--- config.mk ---
export PLATFORM = sky130hd
export DESIGN_NAME = crtp_top
export DESIGN_NICKNAME = d
export VERILOG_FILES = /design/src/design/crtp_top.v /design/src/design/crtp_id_store.v
export VERILOG_INCLUDE_DIRS = /design/src /design/src/design
export SDC_FILE = /design/constraint.sdc
export NUM_CORES = 1
export LEC_CHECK = 0
export ABC_AREA = 1
export BUFFER_PORTS_ARGS = -buffer_cell sky130_fd_sc_hd__buf_4
export CELL_PAD_IN_SITES_DETAIL_PLACEMENT = 0
export CELL_PAD_IN_SITES_GLOBAL_PLACEMENT = 1
export CORE_ASPECT_RATIO = 0.8
export CORE_MARGIN = 8
export CORE_UTILIZATION = 45
export DETAILED_ROUTE_END_ITERATION = 10
export GPL_TIMING_DRIVEN = 1
export PLACE_DENSITY = 0.75
export SLEW_MARGIN = 5
export SYNTH_ARGS = -nofsm -noshare
export SYNTH_HDL_FRONTEND = slang
export SYNTH_SLANG_ARGS = --single-unit
--- constraint.sdc ---
create_clock -name clk_in -period 3.2 [get_ports clk_in]
set_clock_uncertainty 0.1 [all_clocks]
set_input_delay 0.16 -clock clk_in [delete_from_list [all_inputs] [get_ports clk_in]]
set_output_delay 0.16 -clock clk_in [all_outputs]
set_load 0.05 [all_outputs]
--- src/design/crtp_map.vh ---
/*
 * Register map, field positions, reset values and serial command codes
 * of the request-pin and transmit-identifier block.
 * Assumes it is included by bare name from the design files.
 */
`ifndef CRTP_MAP_VH
`define CRTP_MAP_VH

// register offsets
`define CRTP_ADDR_PIN_CTRL   8'h0D
`define CRTP_ADDR_TX0_ID_HI  8'h31
`define CRTP_ADDR_TX0_ID_LO  8'h32
`define CRTP_ADDR_TX1_ID_HI  8'h41
`define CRTP_ADDR_TX1_ID_LO  8'h42
`define CRTP_ADDR_TX2_ID_HI  8'h51
`define CRTP_ADDR_TX2_ID_LO  8'h52
// identifier registers: high nibble picks the buffer
`define CRTP_ID_BASE_NIB     4'h3
`define CRTP_ID_HI_NIB       4'h1
`define CRTP_ID_LO_NIB       4'h2

// request_pin_control fields
`define CRTP_MODE_LSB        0
`define CRTP_MODE_MSB        2
`define CRTP_LEVEL_LSB       3
`define CRTP_LEVEL_MSB       5
`define CRTP_MODE_RESET      3'h0

// std_id_low fields
`define CRTP_LO_STD_LSB      5
`define CRTP_LO_EXT_BIT      3
`define CRTP_LO_WMASK        8'hEB

// serial commands
`define CRTP_CMD_WRITE       8'h02
`define CRTP_CMD_READ        8'h03

// serial phases
`define CRTP_PH_CMD          2'h0
`define CRTP_PH_ADDR         2'h1
`define CRTP_PH_DATA         2'h2

`endif

--- src/design/crtp_top.v ---
/*
 * Request-to-send pin control and transmit identifier registers of a
 * CAN controller, reached over a mode 0,0 serial register port.
 * Assumes serial pins synchronous to clk_in (request pins are synchronised here), serial clock
 * at most a quarter of clk_in, and the protocol engine outside.
 */
`timescale 1ns/100ps
`include "crtp_map.vh"

module crtp_top (
  // clock and reset
  input  wire        clk_in,
  input  wire        reset_in,
  // serial register port
  input  wire        spi_cs_n_in,
  input  wire        spi_sck_in,
  input  wire        spi_si_in,
  output wire        spi_so_out,
  output wire        spi_so_oe_n_out,
  // request pins, active low
  input  wire [2:0]  send_request_pin_n_in,
  // device mode
  input  wire        config_mode_in,
  // to the transmit engine
  output reg  [2:0]  transmit_request_out,
  output wire [2:0]  extended_enable_out,
  output wire [32:0] standard_identifier_out,
  output wire [5:0]  extended_identifier_out
);

  // request pin path
  reg  [2:0]  pin_meta;
  reg  [2:0]  pin_sync;
  reg  [2:0]  pin_prev;
  reg  [2:0]  pin_mode;
  wire [2:0]  pin_level;
  wire [2:0]  pin_fall;

  // serial engine
  reg         sck_prev;
  reg  [2:0]  bit_cnt;
  reg  [1:0]  phase;
  reg  [7:0]  cmd;
  reg  [7:0]  addr;
  reg  [7:0]  rx_shift;
  reg  [7:0]  tx_shift;
  wire        sck_rise;
  wire        sck_fall;
  wire        byte_done;
  wire [7:0]  rx_byte;
  wire        wr_data;

  // address decode
  wire        hit_ctrl;
  wire        hit_id;
  wire [1:0]  id_buf;
  wire [2:0]  id_idx;
  wire [7:0]  ctrl_byte;
  wire [7:0]  id_rd_data;
  wire [47:0] id_flat;
  reg  [7:0]  rd_byte;

  always @(posedge clk_in or posedge reset_in) begin
    if (reset_in) begin
      pin_meta <= 3'h7;
      pin_sync <= 3'h7;
      pin_prev <= 3'h7;
    end else begin
      pin_meta <= send_request_pin_n_in;
      pin_sync <= pin_meta;
      pin_prev <= pin_sync;
    end
  end

  assign pin_fall = pin_prev & ~pin_sync & pin_mode;

  always @(posedge clk_in or posedge reset_in) begin
    if (reset_in) begin
      transmit_request_out <= 3'h0;
    end else begin
      transmit_request_out <= pin_fall;
    end
  end

  assign pin_level = pin_sync & ~pin_mode;

  assign ctrl_byte = {2'h0, pin_level, pin_mode};

  // serial edges; sck is already synchronous here
  assign sck_rise  = ~spi_cs_n_in & spi_sck_in & ~sck_prev;
  assign sck_fall  = ~spi_cs_n_in & ~spi_sck_in & sck_prev;
  assign byte_done = sck_rise && bit_cnt == 3'h7;
  assign rx_byte   = {rx_shift[6:0], spi_si_in};
  assign wr_data   = byte_done && phase == `CRTP_PH_DATA &&
                     cmd == `CRTP_CMD_WRITE;

  always @(posedge clk_in or posedge reset_in) begin
    if (reset_in) begin
      sck_prev <= 1'b0;
      bit_cnt  <= 3'h0;
      phase    <= `CRTP_PH_CMD;
      cmd      <= 8'h00;
      addr     <= 8'h00;
      rx_shift <= 8'h00;
    end else begin
      sck_prev <= spi_sck_in;
      if (spi_cs_n_in) begin
        // frame ends: next byte is a command again
        bit_cnt <= 3'h0;
        phase   <= `CRTP_PH_CMD;
      end else if (sck_rise) begin
        bit_cnt  <= bit_cnt + 3'h1;
        rx_shift <= rx_byte;
        if (byte_done) begin
          case (phase)
            `CRTP_PH_CMD: begin
              cmd   <= rx_byte;
              phase <= `CRTP_PH_ADDR;
            end
            `CRTP_PH_ADDR: begin
              addr  <= rx_byte;
              phase <= `CRTP_PH_DATA;
            end
            `CRTP_PH_DATA: begin
              // sequential access walks up the map
              addr <= addr + 8'h01;
            end
            default: begin
              phase <= `CRTP_PH_CMD;
            end
          endcase
        end
      end
    end
  end

  // decode of the pin control register and the identifier block
  assign id_buf   = addr[5:4] - 2'h3;
  assign hit_ctrl = addr == `CRTP_ADDR_PIN_CTRL;
  assign hit_id   = (addr[7:4] == `CRTP_ID_BASE_NIB ||
                     addr[7:4] == `CRTP_ID_BASE_NIB + 4'h1 ||
                     addr[7:4] == `CRTP_ID_BASE_NIB + 4'h2) &&
                    (addr[3:0] == `CRTP_ID_HI_NIB ||
                     addr[3:0] == `CRTP_ID_LO_NIB);
  assign id_idx   = {id_buf, addr[3:0] == `CRTP_ID_LO_NIB};

  always @(posedge clk_in or posedge reset_in) begin
    if (reset_in) begin
      pin_mode <= `CRTP_MODE_RESET;
    end else if (wr_data && hit_ctrl && config_mode_in) begin
      // level and top bits not writable
      pin_mode <= rx_byte[`CRTP_MODE_MSB:`CRTP_MODE_LSB];
    end
  end

  crtp_id_store u_id_store (
    .clk_in      (clk_in),
    .wr_en_in    (wr_data && hit_id),
    .wr_idx_in   (id_idx),
    .wr_data_in  (rx_byte),
    .rd_idx_in   (id_idx),
    .rd_data_out (id_rd_data),
    .id_flat_out (id_flat)
  );

  // unmapped addresses read zero
  always @* begin
    if (hit_ctrl) begin
      rd_byte = ctrl_byte;
    end else if (hit_id) begin
      rd_byte = id_rd_data;
    end else begin
      rd_byte = 8'h00;
    end
  end

  // read data loaded on the falling edge that opens each data byte;
  // store latency is hidden by the slow serial clock
  always @(posedge clk_in or posedge reset_in) begin
    if (reset_in) begin
      tx_shift <= 8'h00;
    end else if (spi_cs_n_in) begin
      tx_shift <= 8'h00;
    end else if (sck_fall) begin
      if (bit_cnt == 3'h0 && phase == `CRTP_PH_DATA &&
          cmd == `CRTP_CMD_READ) begin
        tx_shift <= rd_byte;
      end else begin
        tx_shift <= {tx_shift[6:0], 1'b0};
      end
    end
  end

  assign spi_so_out      = tx_shift[7];
  assign spi_so_oe_n_out = spi_cs_n_in;

  genvar g;
  generate
    for (g = 0; g < 3; g = g + 1) begin : g_out
      assign extended_enable_out[g] =
        id_flat[g*16 + 8 + `CRTP_LO_EXT_BIT];
      assign standard_identifier_out[g*11 +: 11] =
        {id_flat[g*16 +: 8], id_flat[g*16 + 8 + `CRTP_LO_STD_LSB +: 3]};
      assign extended_identifier_out[g*2 +: 2] = id_flat[g*16 + 8 +: 2];
    end
  endgenerate

endmodule // crtp_top

--- src/design/crtp_id_store.v ---
/*
 * Identifier store of the three transmit buffers: a high and a low
 * identifier byte each, with a registered read port.
 * Assumes one write per cycle, index = {buffer, low_select}.
 */
`timescale 1ns/100ps
`include "crtp_map.vh"

module crtp_id_store (
  // clock
  input  wire        clk_in,
  // write port
  input  wire        wr_en_in,
  input  wire [2:0]  wr_idx_in,
  input  wire [7:0]  wr_data_in,
  // read port
  input  wire [2:0]  rd_idx_in,
  output reg  [7:0]  rd_data_out,
  // every byte, buffer 2 low byte on top
  output wire [47:0] id_flat_out
);

  reg  [7:0] id_hi [0:2];
  reg  [7:0] id_lo [0:2];

  genvar g;
  generate
    for (g = 0; g < 3; g = g + 1) begin : g_buf
      // store index of this buffer's high and low byte
      localparam [2:0] HI_IDX = 2 * g;
      localparam [2:0] LO_IDX = 2 * g + 1;
      // no reset: identifier contents are undefined after power-up
      always @(posedge clk_in) begin
        if (wr_en_in && wr_idx_in == HI_IDX) begin
          id_hi[g] <= wr_data_in;
        end
        if (wr_en_in && wr_idx_in == LO_IDX) begin
          id_lo[g] <= wr_data_in & `CRTP_LO_WMASK;
        end
      end
      assign id_flat_out[g*16 +: 8]     = id_hi[g];
      assign id_flat_out[g*16 + 8 +: 8] = id_lo[g];
    end
  endgenerate

  always @(posedge clk_in) begin
    if (rd_idx_in[2:1] > 2'h2) begin
      rd_data_out <= 8'h00;
    end else if (rd_idx_in[0]) begin
      rd_data_out <= id_lo[rd_idx_in[2:1]];
    end else begin
      rd_data_out <= id_hi[rd_idx_in[2:1]];
    end
  end

endmodule // crtp_id_store

Word-level counts from Yosys, hierarchy flattened
Memories as Yosys holds them, arrays and structs flattened.
Cells that the tools add are included.
- bits in registers: 60
- bits in writable memories: 42
- input bits: 9
- output and inout bits: 47
- logic and storage cells: 118
- memories: 2
- add/subtract/negate cells: 3
- $lt $le $gt $ge: 1
- equal/unequal tests: 17
- multiplexer cells: 37
- bitwise logic cells: 12
- reduce and logical (&&, ||, !) cells: 33
- memory list (memory ; words ; width ; read ports ; clocked after Yosys merged registers in ; write ports ; line ; RTL):
    u_id_store.id_hi ; 3 ; 8 ; 4 ; 0 ; 1 ; crtp_id_store.v:23 ; reg [7:0] id_hi [0:2];
    u_id_store.id_lo ; 3 ; 6 ; 4 ; 0 ; 1 ; crtp_id_store.v:24 ; reg [7:0] id_lo [0:2];
- operators by type and width (operator ; count):
    8-bit two-way mux ; 8
    8-bit by 2-bit == test with 1-bit output, second input constant ; 2
    1-bit two-way mux ; 16
    8-bit one-hot mux with 2 select lines ; 1
    8-bit OR reduction ; 2
    1-bit logical AND ; 15
    2-bit two-way mux ; 7
    6-bit two-way mux ; 2
    6-bit OR reduction ; 2
    3-bit bitwise AND ; 3
    3-bit == test, second input constant ; 3
    8-bit by 1-bit adder with 8-bit output, second input constant ; 1
    4-bit by 2-bit == test with 1-bit output, second input constant ; 2
    4-bit by 3-bit == test with 1-bit output, second input constant ; 2
    8-bit by 4-bit == test with 1-bit output, second input constant ; 1
    4-bit AND reduction ; 2
    2-bit nonzero test ; 4
    3-bit by 2-bit == test with 1-bit output, second input constant ; 2
    3-bit logical NOT ; 2
    3-bit two-way mux ; 2
    3-bit inverter ; 2
    2-bit one-hot mux with 3 select lines ; 1
    1-bit bitwise AND ; 4
    4-bit by 1-bit == test with 1-bit output, second input constant ; 1
    other kinds (12) ; 16

Depth between registers and ports, before layout
Gate-level depths: netlist (run 1).
- depth after elaboration: 13
- gate-level depth with buffers: 11
- mapped depth without buffers: 10

Modules after synthesis
Synthesis (run 1) repeated with hierarchy kept, for this count alone.
- cell total of the unflattened synthesis: 501
- area total of the unflattened synthesis: 4713.3 um^2
- modules (own cells, without submodules) (module ; times used ; cells an instance ; area each (um^2) ; sequential area each (um^2)):
    crtp_top ; 1 ; 326 ; 2673.8 ; 1312.5
    crtp_id_store ; 1 ; 175 ; 2039.5 ; 1421.4

Least setup slack after synthesis (run 1)
OpenSTA, ideal clock, no wires.
- kind: reg2reg
- start: register addr[4]
- end: memory u_id_store.id_hi[0][0], enable pin
- data arrival time: 2.048 ns
- slack: 0.682 ns
- cell stages (with the launch flop): 10
- path buffers: 4
- period minus slack after synthesis: 2.518 ns
- cells stage by stage: dfrtp_1 -> buf_2 -> inv_2 -> buf_4 -> ha_1 -> inv_1 -> buf_2 -> buf_2 -> nand4_1 -> nor2_1
- longest elaborated chain between the ends: 11
- ends and longest elaborated chain (item ; line ; RTL):
    start, declared ; crtp_top.v:44 ; reg [7:0] addr;
    start signal, assigned ; crtp_top.v:121 ; addr <= rx_byte;
    start signal, assigned ; crtp_top.v:126 ; addr <= addr + 8'h01;
    branches (longest 11 deep; another with 2-bit subtractor) ; -- ;
    end, declared ; crtp_id_store.v:23 ;
Parallel ways; which one is timed is not known.

Final worst setup path (run 1)
- start: register phase[0]
- end: memory u_id_store.id_hi[2][5], enable pin
- longest elaborated chain between the ends: 10
- ends and longest elaborated chain (item ; line ; RTL):
    start, declared ; crtp_top.v:42 ; reg [1:0] phase;
    start signal, assigned ; crtp_top.v:101 ; phase <= `CRTP_PH_CMD;
    start signal, assigned ; crtp_top.v:110 ; phase <= `CRTP_PH_CMD;
    start signal, assigned ; crtp_top.v:118 ; phase <= `CRTP_PH_ADDR;
    2-bit == test * ; -- ;
    1-bit logical AND (no line) * (2 in series) ; -- ;
    1-bit logical AND * ; crtp_top.v:158 ; .wr_en_in (wr_data && hit_id),
    1-bit logical AND ; crtp_id_store.v:34 ; if (wr_en_in && wr_idx_in == HI_IDX) begin
    1-bit two-way mux ; crtp_id_store.v:34 ;
    1-bit two-way mux (implied by the code) ; crtp_id_store.v:35 ; id_hi[g] <= wr_data_in;
    8-bit OR reduction (no line) ; -- ;
    2-bit two-way mux (no line) / 1-bit two-way mux (equally long branches) (2 in series) ; -- ;
Mark *: on every way between the ends. The rest lies on a longest branch, timed or not.

==> impl_metrics.tcl, run 1 <==
set metrics [dict create \
    hold_viol 0 \
    worstHoldPathCells 1 \
    comb_power_share 0.040 \
    switching_share 0.232 \
    end_kind "register" \
    clkSlewWorstSetupHoldPaths_ns 0.07 \
    max_freq_mhz 391 \
    hold_path.class "in2reg" \
    drc 0 \
    intPower_mw 2.07 \
    synth.area.top_cells "edfxtp_1 28%, dfrtp_1 24%, nand2_1 9.8%, nand3_1 6.2%, dfstp_2 5.2%" \
    finalCriticalPeriod_ns 2.55 \
    post_cts_buffers 0 \
    root_buffer "clkbuf_16" \
    vias 3363 \
    worst_pin_slew_ns 0.667 \
    cts_tree "built" \
    drv_slew 0 \
    viasPerCell 5.08 \
    ys_seq_area_frac 0.602 \
    power_mw 2.70 \
    drive_gt1_frac 0.224 \
    synth_top_area_share 0.278 \
    p_clk_frac 0.411 \
    cts_max_level 3 \
    synth_top_flop_cell "dfrtp_1" \
    hold_end "u_id_store.id_hi[1][0]" \
    grt_pass1_vias 3333 \
    ys.warnings.count 0 \
    r2r_cells 6 \
    p_switching_mw 0.627 \
    yosysMostFrequentCell "nand2_1" \
    cts_made_buffers 9 \
    synth_common_cells "118 x nand2_1, 56 x nand3_1, 43 x dfrtp_1" \
    regArea_um2 2730 \
    area_growth_pct 20.2 \
    power_frac_seq 0.549 \
    drt_iter0_markers 229 \
    fillers 910 \
    io-pin-count 56 \
    antenna_cells 0 \
    synthArstFlopShare 0.510 \
    power_density_nw_per_um2 494 \
    drv_cap 0 \
    antenna_found_initial 0 \
    dieArea_um2 13600 \
    ys_ff_latch 102 \
    synth_nets 478 \
    drtPass1Iterations 5 \
    port_buffers 55 \
    r2r_end "u_id_store.id_hi[2][5]" \
    cp.required_ns 3.08 \
    synth.avg_cell_area_um2 9.96 \
    min-delay-start "spi_si_in" \
    start_kind "register" \
    die_w_um 128 \
    wl_per_cell_um 16.4 \
    grt_pass1_wl_um 17500 \
    synth_cell_type_count 35 \
    power.leakage_nw 2.34 \
    grt_max_degree 28 \
    finalSetupViolCount 0 \
    synth_edf_count 42 \
    grt_overflow 0 \
    track_usage 0.168 \
    crit_fanout 13 \
    arrival_ns 2.44 \
    rows 32 \
    post-route-period-util 0.798 \
    rsz0062_at_grt "false" \
    r2r_setup_slack_ns 0.65 \
    syn_inst 456 \
    design.core.area_um2 9730 \
    multi_input_area_um2 1570 \
    reg2reg_from "phase[0]" \
    place_hpwl_um 7960 \
    dpl.cell_count 641 \
    die_y_um 106 \
    fin_setup_tns_ns 0 \
    outcome "finished clean" \
    clk_path_buf_depth 2 \
    final_cells 662 \
    yosys.area.top_type "edfxtp_1" \
    gp_congestion 0.847 \
    syn_area_um2 4540 \
    final_nets 543 \
    critPathKind "reg2reg" \
    initial_core_util 0.467 \
    routed_wl_um 10900 \
    ir_drop_mv 0.402 \
    clkLatencyLatePin_ns 0.34 \
    cts.sinks 102 \
    maxSlewHeadroom 0.554 \
    ant_nets 0 \
]
[metal layers]
metal	wire length, um	up-vias	track usage
met1	5180	1627	0.227
met2	4960	70	0.262
met4	107	0	0.0483
met3	604	6	0.0378
li1	-	1660	-
met5	0	-	0
[power groups by stage]
stage / sequential, mW / combinational, mW / clock [mW]
2_1_floorplan: 1.47 / 0.0697 / 0
3_3_place_gp: 1.51 / 0.103 / 0
3_5_place_dp: 1.51 / 0.104 / 0
4_1_cts: 1.48 / 0.110 / 1.12
5_1_grt: 1.49 / 0.126 / 1.17
6_report: 1.48 / 0.107 / 1.11
[cells by family (layout without fill, tap and decap cells)]
family	Yosys count	count (layout)	synth area share
AND/OR/NAND/NOR	225	225	0.229
flip-flops	102	102	0.602
AO/OA/AOI/OAI	59	59	0.0796
buffers and inverters	56	126	0.0515
adder cells (fa/ha/maj)	13	13	0.0358
XOR/XNOR	1	1	0.00193
[layout make-up]
type	instances	share of cell area
inverters	44	0.0307
multi-input cells	298	0.288
repair buffers	66	0.0931
clock buffers	9	0.0413
well taps	136	0.0312
clock inverters	7	0.0147
flip-flops and latches	102	0.501
[flip-flops by register name, indices dropped and copies added, names as in the netlist]
register and flops:
pin_meta 3, rx_shift 7, tx_shift 8, pin_mode 3, pin_sync 3, phase 2
bit_cnt 3, u_id_store.id_hi 24, u_id_store.rd_data_out 8, cmd 8, pin_prev 3, sck_prev 1
addr 8, u_id_store.id_lo 18, transmit_request_out 3
[worst max-delay path, cell delays in order (launching register included)]
cell and delay (ns):
dfrtp_1 0.38, inv_1 0.10, ha_1 0.41, nand4_1 0.24
inv_1 0.24, nand4_1 0.16, nor2_1 0.55
[metrics by stage]
stage	instance area, um2	util	hold WS, ns	setup slack, ns
6_report	5460	0.561	0.0186	0.645
4_1_cts	5460	0.561	0.0165	0.655
5_1_grt	5460	0.561	0.00407	0.497
3_3_place_gp	5100	0.524	0.143	0.760
2_1_floorplan	4540	-	0.0645	0.682
3_5_place_dp	5100	0.524	0.144	0.660
[placed cells by master, fill, tap and decap left out, types with 2 or more instances in the layout]
master,netlist,routed
nand2_2,5,5
o211ai_1,13,13
inv_1,37,36
dlygate4sd3_1,0,5
inv_2,5,6
o21ai_1,8,8
nor2_1,23,23
nor2_2,2,2
inv_6,0,2
nand2_1,118,118
nor2_4,4,4
edfxtp_1,42,42
dfrtp_1,43,43
o21ai_0,12,12
dfxtp_1,8,8
clkbuf_16,0,9
a21oi_1,17,17
dfstp_2,9,9
nand3_1,56,56
o21ai_2,9,9
ha_1,13,13
nor3_1,3,3
nand4_1,7,7
buf_4,2,61
[timing repair]
item | CTS | global route
setup endpoints to repair | 0 | 0
hold buffers | 5 | 0
hold endpoints to repair | 21 | 0
gates resized for setup | 0 | 0
[worst max-delay path by stage]
| stage | from | to | slack (ns) | depth (start not counted) |
|---|---|---|---|---|
| 6_report | phase[0] | u_id_store.id_hi[2][5] | 0.65 | 6 |
| 5_1_grt | phase[0] | u_id_store.id_hi[2][4] | 0.50 | 6 |
| 4_1_cts | phase[0] | u_id_store.id_hi[2][5] | 0.66 | 6 |
| 3_5_place_dp | phase[0] | u_id_store.id_hi[2][2] | 0.66 | 6 |
| 3_3_place_gp | phase[0] | u_id_store.id_hi[2][1] | 0.76 | 6 |
| 2_1_floorplan | addr[4] | u_id_store.id_hi[0][0] | 0.68 | 9 |
Note: power is estimated with default switching activity, not from simulation.
==> run 2: changes to the inputs <==
- clock period: 3.2 -> 2.6 ns (I/O delays scaled with it)
==> impl_metrics.tcl, run 2 (synthesized netlist as in run 1, its figures left out) <==
set metrics [dict create \
    power_mw 3.37 \
    drtPass1Iterations 5 \
    antenna_cells 0 \
    cts_max_level 3 \
    fin_area_um2 5510 \
    multi_input_area_um2 1570 \
    dpl.cell_count 645 \
    arrival_ns 2.13 \
    maxSlewHeadroom 0.611 \
    hold_path.class "in2reg" \
    clk_path_buf_depth 2 \
    slowest_stage "nor2_1" \
    final_common_cell "nand2_1" \
    placed_area_um2 5130 \
    end_kind "register" \
    crit_fanout 7 \
    rsz0062_at_grt "false" \
    fillers 905 \
    outcome "finished clean" \
    antenna_found_initial 0 \
    ant_nets 0 \
    cpPeakStageDelay_ns 0.46 \
    clkLatencyLatePin_ns 0.34 \
    finalSetupViolCount 0 \
    fin_setup_tns_ns 0 \
    crit_top_cell "ha_1" \
    drc 0 \
    max_freq_mhz 443 \
    power.leakage_nw 2.37 \
    finalCriticalPeriod_ns 2.26 \
    drt_iter0_markers 315 \
    die_w_um 128 \
    gp_congestion 0.846 \
    cts_tree "built" \
    hold_viol 0 \
    dieArea_um2 13600 \
    design.core.area_um2 9730 \
    wl_per_cell_um 16.7 \
    post-route-period-util 0.868 \
    place_hpwl_um 8270 \
    drive_gt1_frac 0.228 \
    final_cell_mix "118 x nand2_1, 65 x buf_4, 56 x nand3_1" \
    cts_made_buffers 9 \
    cp.required_ns 2.48 \
    initial_core_util 0.467 \
    power_density_nw_per_um2 613 \
    clkSlewWorstSetupHoldPaths_ns 0.07 \
    largest_reg_flops 24 \
    worst_pin_slew_ns 0.582 \
    grt_pass1_wl_um 18000 \
    crit_chain "ha_1 > ha_1 > nand4_4 > nor2_4 > nand4_1 > nor2_1" \
    ir_drop_mv 0.424 \
    cts.sinks 102 \
    area_growth_pct 21.3 \
    grt_pass1_vias 3324 \
    rows 32 \
    vias 3411 \
    cp_num_buf_inv 0 \
    track_usage 0.172 \
    final_cells 667 \
    final_nets 548 \
    viasPerCell 5.11 \
    regMostFlops "u_id_store.id_hi" \
    die_y_um 106 \
    grt_max_degree 29 \
    start_kind "register" \
    grt_overflow 0 \
    drv_slew 0 \
    critPathKind "reg2reg" \
    crit_family "simple AND/OR/NAND/NOR gates" \
    routed_wl_um 11100 \
    holdWs_ns 0.0582 \
    reg_top3 "u_id_store.id_hi (24), u_id_store.id_lo (18)" \
    io-pin-count 56 \
    regArea_um2 2730 \
    root_buffer "clkbuf_16" \
    drv_cap 0 \
    port_buffers 55 \
]
## run 2: cell count changes in the layout (fill, tap and decap cells not counted)
cell,delta
bufinv_16,+1
inv_6,-2
clkinvlp_4,+2
inv_8,-1
buf_4,+4
dlygate4sd3_1,+1
clkinv_4,-1
clkbuf_1,+1
## run 2: cell type report
type | count | share of cell area
sequential | 102 | 0.496
tap | 136 | 0.0309
multi-input combinational | 298 | 0.285
timing repair buffer | 71 | 0.0995
clock buffer | 10 | 0.0416
clock inverter | 6 | 0.0159
inverter | 44 | 0.0304
## run 2: per-stage QoR
stage                     worst slack [ns]   util
after detailed placement             0.378  0.528
after global placement               0.531  0.528
after floorplan                     0.0815      -
after global routing                 0.167  0.566
after CTS                            0.354  0.565
final                                0.343  0.566
## run 2: path summary, 6_finish.rpt
path                                start                      to  slack [ns]  cells after the start
max                            bit_cnt[0]  u_id_store.id_lo[0][2]        0.34                      6
min                        config_mode_in             pin_mode[0]        0.06                      5
max reg2reg                    bit_cnt[0]  u_id_store.id_lo[0][2]        0.34                      6
min reg2reg                   pin_meta[1]             pin_sync[1]        0.26                      0
max in group asynchronous        reset_in             pin_sync[0]        1.39                      4
min in group asynchronous        reset_in                sck_prev        0.31                      3
## run 2: worst register-to-register path, delay by kind of cell (launching register included)
kind / cells / cell delay [ns]
adders and majority gates: 2 / 0.39
DFF: 1 / 0.41
and+or+nand+nor: 4 / 0.99
## run 2: timing repair
item,in CTS,in global routing
resized for setup,0,0
hold buffers,5,1
endpoints found under the hold margin,25,6
setup endpoints to repair,0,0
setup buffers,0,0
## run 2: power by group
group          total, mW  switching (mW)  internal, mW
combinational      0.135          0.0910        0.0435
clock               1.41           0.571         0.842
sequential          1.83          0.0793          1.75
total               3.37           0.742          2.63
## run 2: layer usage
metal / GRT usage / part of all wire
met5: 0 / 0
met1: 0.243 / 0.47
met4: 0.0525 / 0.013
met3: 0.0443 / 0.070
met2: 0.251 / 0.45
==> run 3: changes to the inputs <==
- CORE_MARGIN: 8 -> 1
==> impl_metrics.tcl, run 3 (synthesized netlist as in run 1, its figures left out) <==
set metrics [dict create \
    outcome "finished clean" \
    placed_area_um2 5130 \
    die_y_um 91.8 \
    clkLatencyLatePin_ns 0.34 \
    port_buffers 55 \
    use_met3 0.0549 \
    finalCriticalPeriod_ns 2.18 \
    wl_per_cell_um 16.4 \
    ant_nets 0 \
    crit_top_cell "ha_1" \
    start_kind "register" \
    drt_iter0_markers 244 \
    intPower_mw 2.66 \
    drv_cap 0 \
    clk_path_buf_depth 2 \
    regMostFlops "u_id_store.id_hi" \
    grt_pass1_vias 3268 \
    cpPeakStageDelay_ns 0.45 \
    final_nets 548 \
    arrival_ns 2.06 \
    final_cells 667 \
    grt_overflow 0 \
    r2r_end "u_id_store.id_lo[2][2]" \
    ctsResizeCount 0 \
    max_freq_mhz 459 \
    grt_util_met1 0.330 \
    grt_pass1_wl_um 17300 \
    worst_pin_slew_ns 0.647 \
    cts_made_buffers 9 \
    rows 32 \
    antenna_found_initial 0 \
    hold_end "pin_mode[2]" \
    worstHoldPathCells 5 \
    p_clk_frac 0.425 \
    rsz0062_at_grt "false" \
    post-route-period-util 0.838 \
    fin_area_um2 5520 \
    grt-busiest-layer "met1" \
    comb_power_share 0.040 \
    crit_chain "ha_1 > ha_1 > nand4_4 > nor2_4 > nand4_1 > nor2_1" \
    power_density_nw_per_um2 618 \
    viasPerCell 5.02 \
    root_buffer "clkbuf_16" \
    r2r_cells 6 \
    post_cts_buffers 0 \
    hold_viol 0 \
    critPathKind "reg2reg" \
    dieArea_um2 10500 \
    routed_wl_um 10900 \
    holdWs_ns 0.0519 \
    slowest_stage "nor2_1" \
    reg_top3 "u_id_store.id_hi (24), u_id_store.id_lo (18)" \
    die_w_um 114 \
    drc 0 \
    cp.required_ns 2.48 \
    power_mw 3.41 \
    end_kind "register" \
    ir_drop_mv 0.506 \
    largest_reg_flops 24 \
    io-pin-count 56 \
    dpl.cell_count 645 \
    power_frac_seq 0.536 \
    area_growth_pct 21.5 \
    maxSlewHeadroom 0.568 \
    r2r_setup_slack_ns 0.42 \
    cts_max_level 3 \
    design.core.area_um2 9730 \
    antenna_cells 0 \
    min-delay-start "config_mode_in" \
    fin_setup_tns_ns 0 \
    cts_tree "built" \
    cts.sinks 102 \
    track_usage 0.222 \
    drive_gt1_frac 0.228 \
    final_cell_mix "118 x nand2_1, 65 x buf_4, 56 x nand3_1" \
    finalSetupViolCount 0 \
    gp_congestion 0.783 \
    clkSlewWorstSetupHoldPaths_ns 0.07 \
    use_met2 0.324 \
    crit_fanout 7 \
    vias 3349 \
    reg2reg_from "bit_cnt[0]" \
    place_hpwl_um 7780 \
    switching_share 0.220 \
    drv_slew 0 \
    final_common_cell "nand2_1" \
    grt_max_degree 53 \
    power.leakage_nw 2.38 \
    p_switching_mw 0.750 \
    initial_core_util 0.467 \
    drtPass1Iterations 6 \
    hold_path.class "in2reg" \
]
[run 3: cell count changes in the layout (fill, tap and decap cells not counted), sizes merged]
cell,change
clkbuf,+1
clkinv,+2
clkinvlp,-3
[run 3: how the worst max path moves through the flow]
stage,from,to,slack [ns],cells past startpoint
2_1_floorplan,addr[4],u_id_store.id_hi[0][0],0.08,9
4_1_cts,bit_cnt[0],u_id_store.id_lo[2][4],0.41,6
3_5_place_dp,bit_cnt[0],u_id_store.id_lo[2][2],0.43,6
5_1_grt,addr[0],u_id_store.id_lo[2][4],0.21,8
3_3_place_gp,addr[0],u_id_store.id_lo[2][5],0.55,8
6_report,bit_cnt[0],u_id_store.id_lo[2][2],0.42,6
[run 3: power by group through the flow]
stage / sequential, mW / combinational [mW] / clock, mW
after floorplan: 1.81 / 0.0857 / 0
after global routing: 1.83 / 0.155 / 1.53
after CTS: 1.83 / 0.139 / 1.47
after global placement: 1.85 / 0.126 / 0
final: 1.83 / 0.135 / 1.45
after detailed placement: 1.86 / 0.131 / 0
[run 3: timing repair]
action | CTS | global route
hold buffers | 6 | 0
endpoints found under the setup margin | 0 | 0
hold endpoints to repair | 53 | 0
[run 3: routing by layer]
| layer | vias to the layer above | share of wire |
|---|---|---|
| li1 | 1671 | - |
| met4 | 0 | 0.0083 |
| met2 | 70 | 0.44 |
| met1 | 1602 | 0.50 |
| met5 | - | 0 |
| met3 | 6 | 0.051 |
[run 3: worst max-delay path: cells and delay by family (launching register included)]
| family | cells | cell delay, ns |
|---|---|---|
| fa+ha+maj | 2 | 0.34 |
| flops | 1 | 0.40 |
| simple gates | 4 | 0.97 |
[run 3: stage by stage]
step                setup slack [ns]  utilization
floorplan                     0.0815            -
global placement               0.555        0.528
detailed placement             0.431        0.528
CTS                            0.407        0.567
global route                   0.212        0.567
finish                         0.420        0.567
[run 3: final cells by class]
type	count	area, um2
timing repair buffer	71	548
fill	878	4210
clock buffer	11	243
multi-input combinational	298	1570
clock inverter	5	82.6
sequential	102	2730
tap	136	170
inverter	44	168
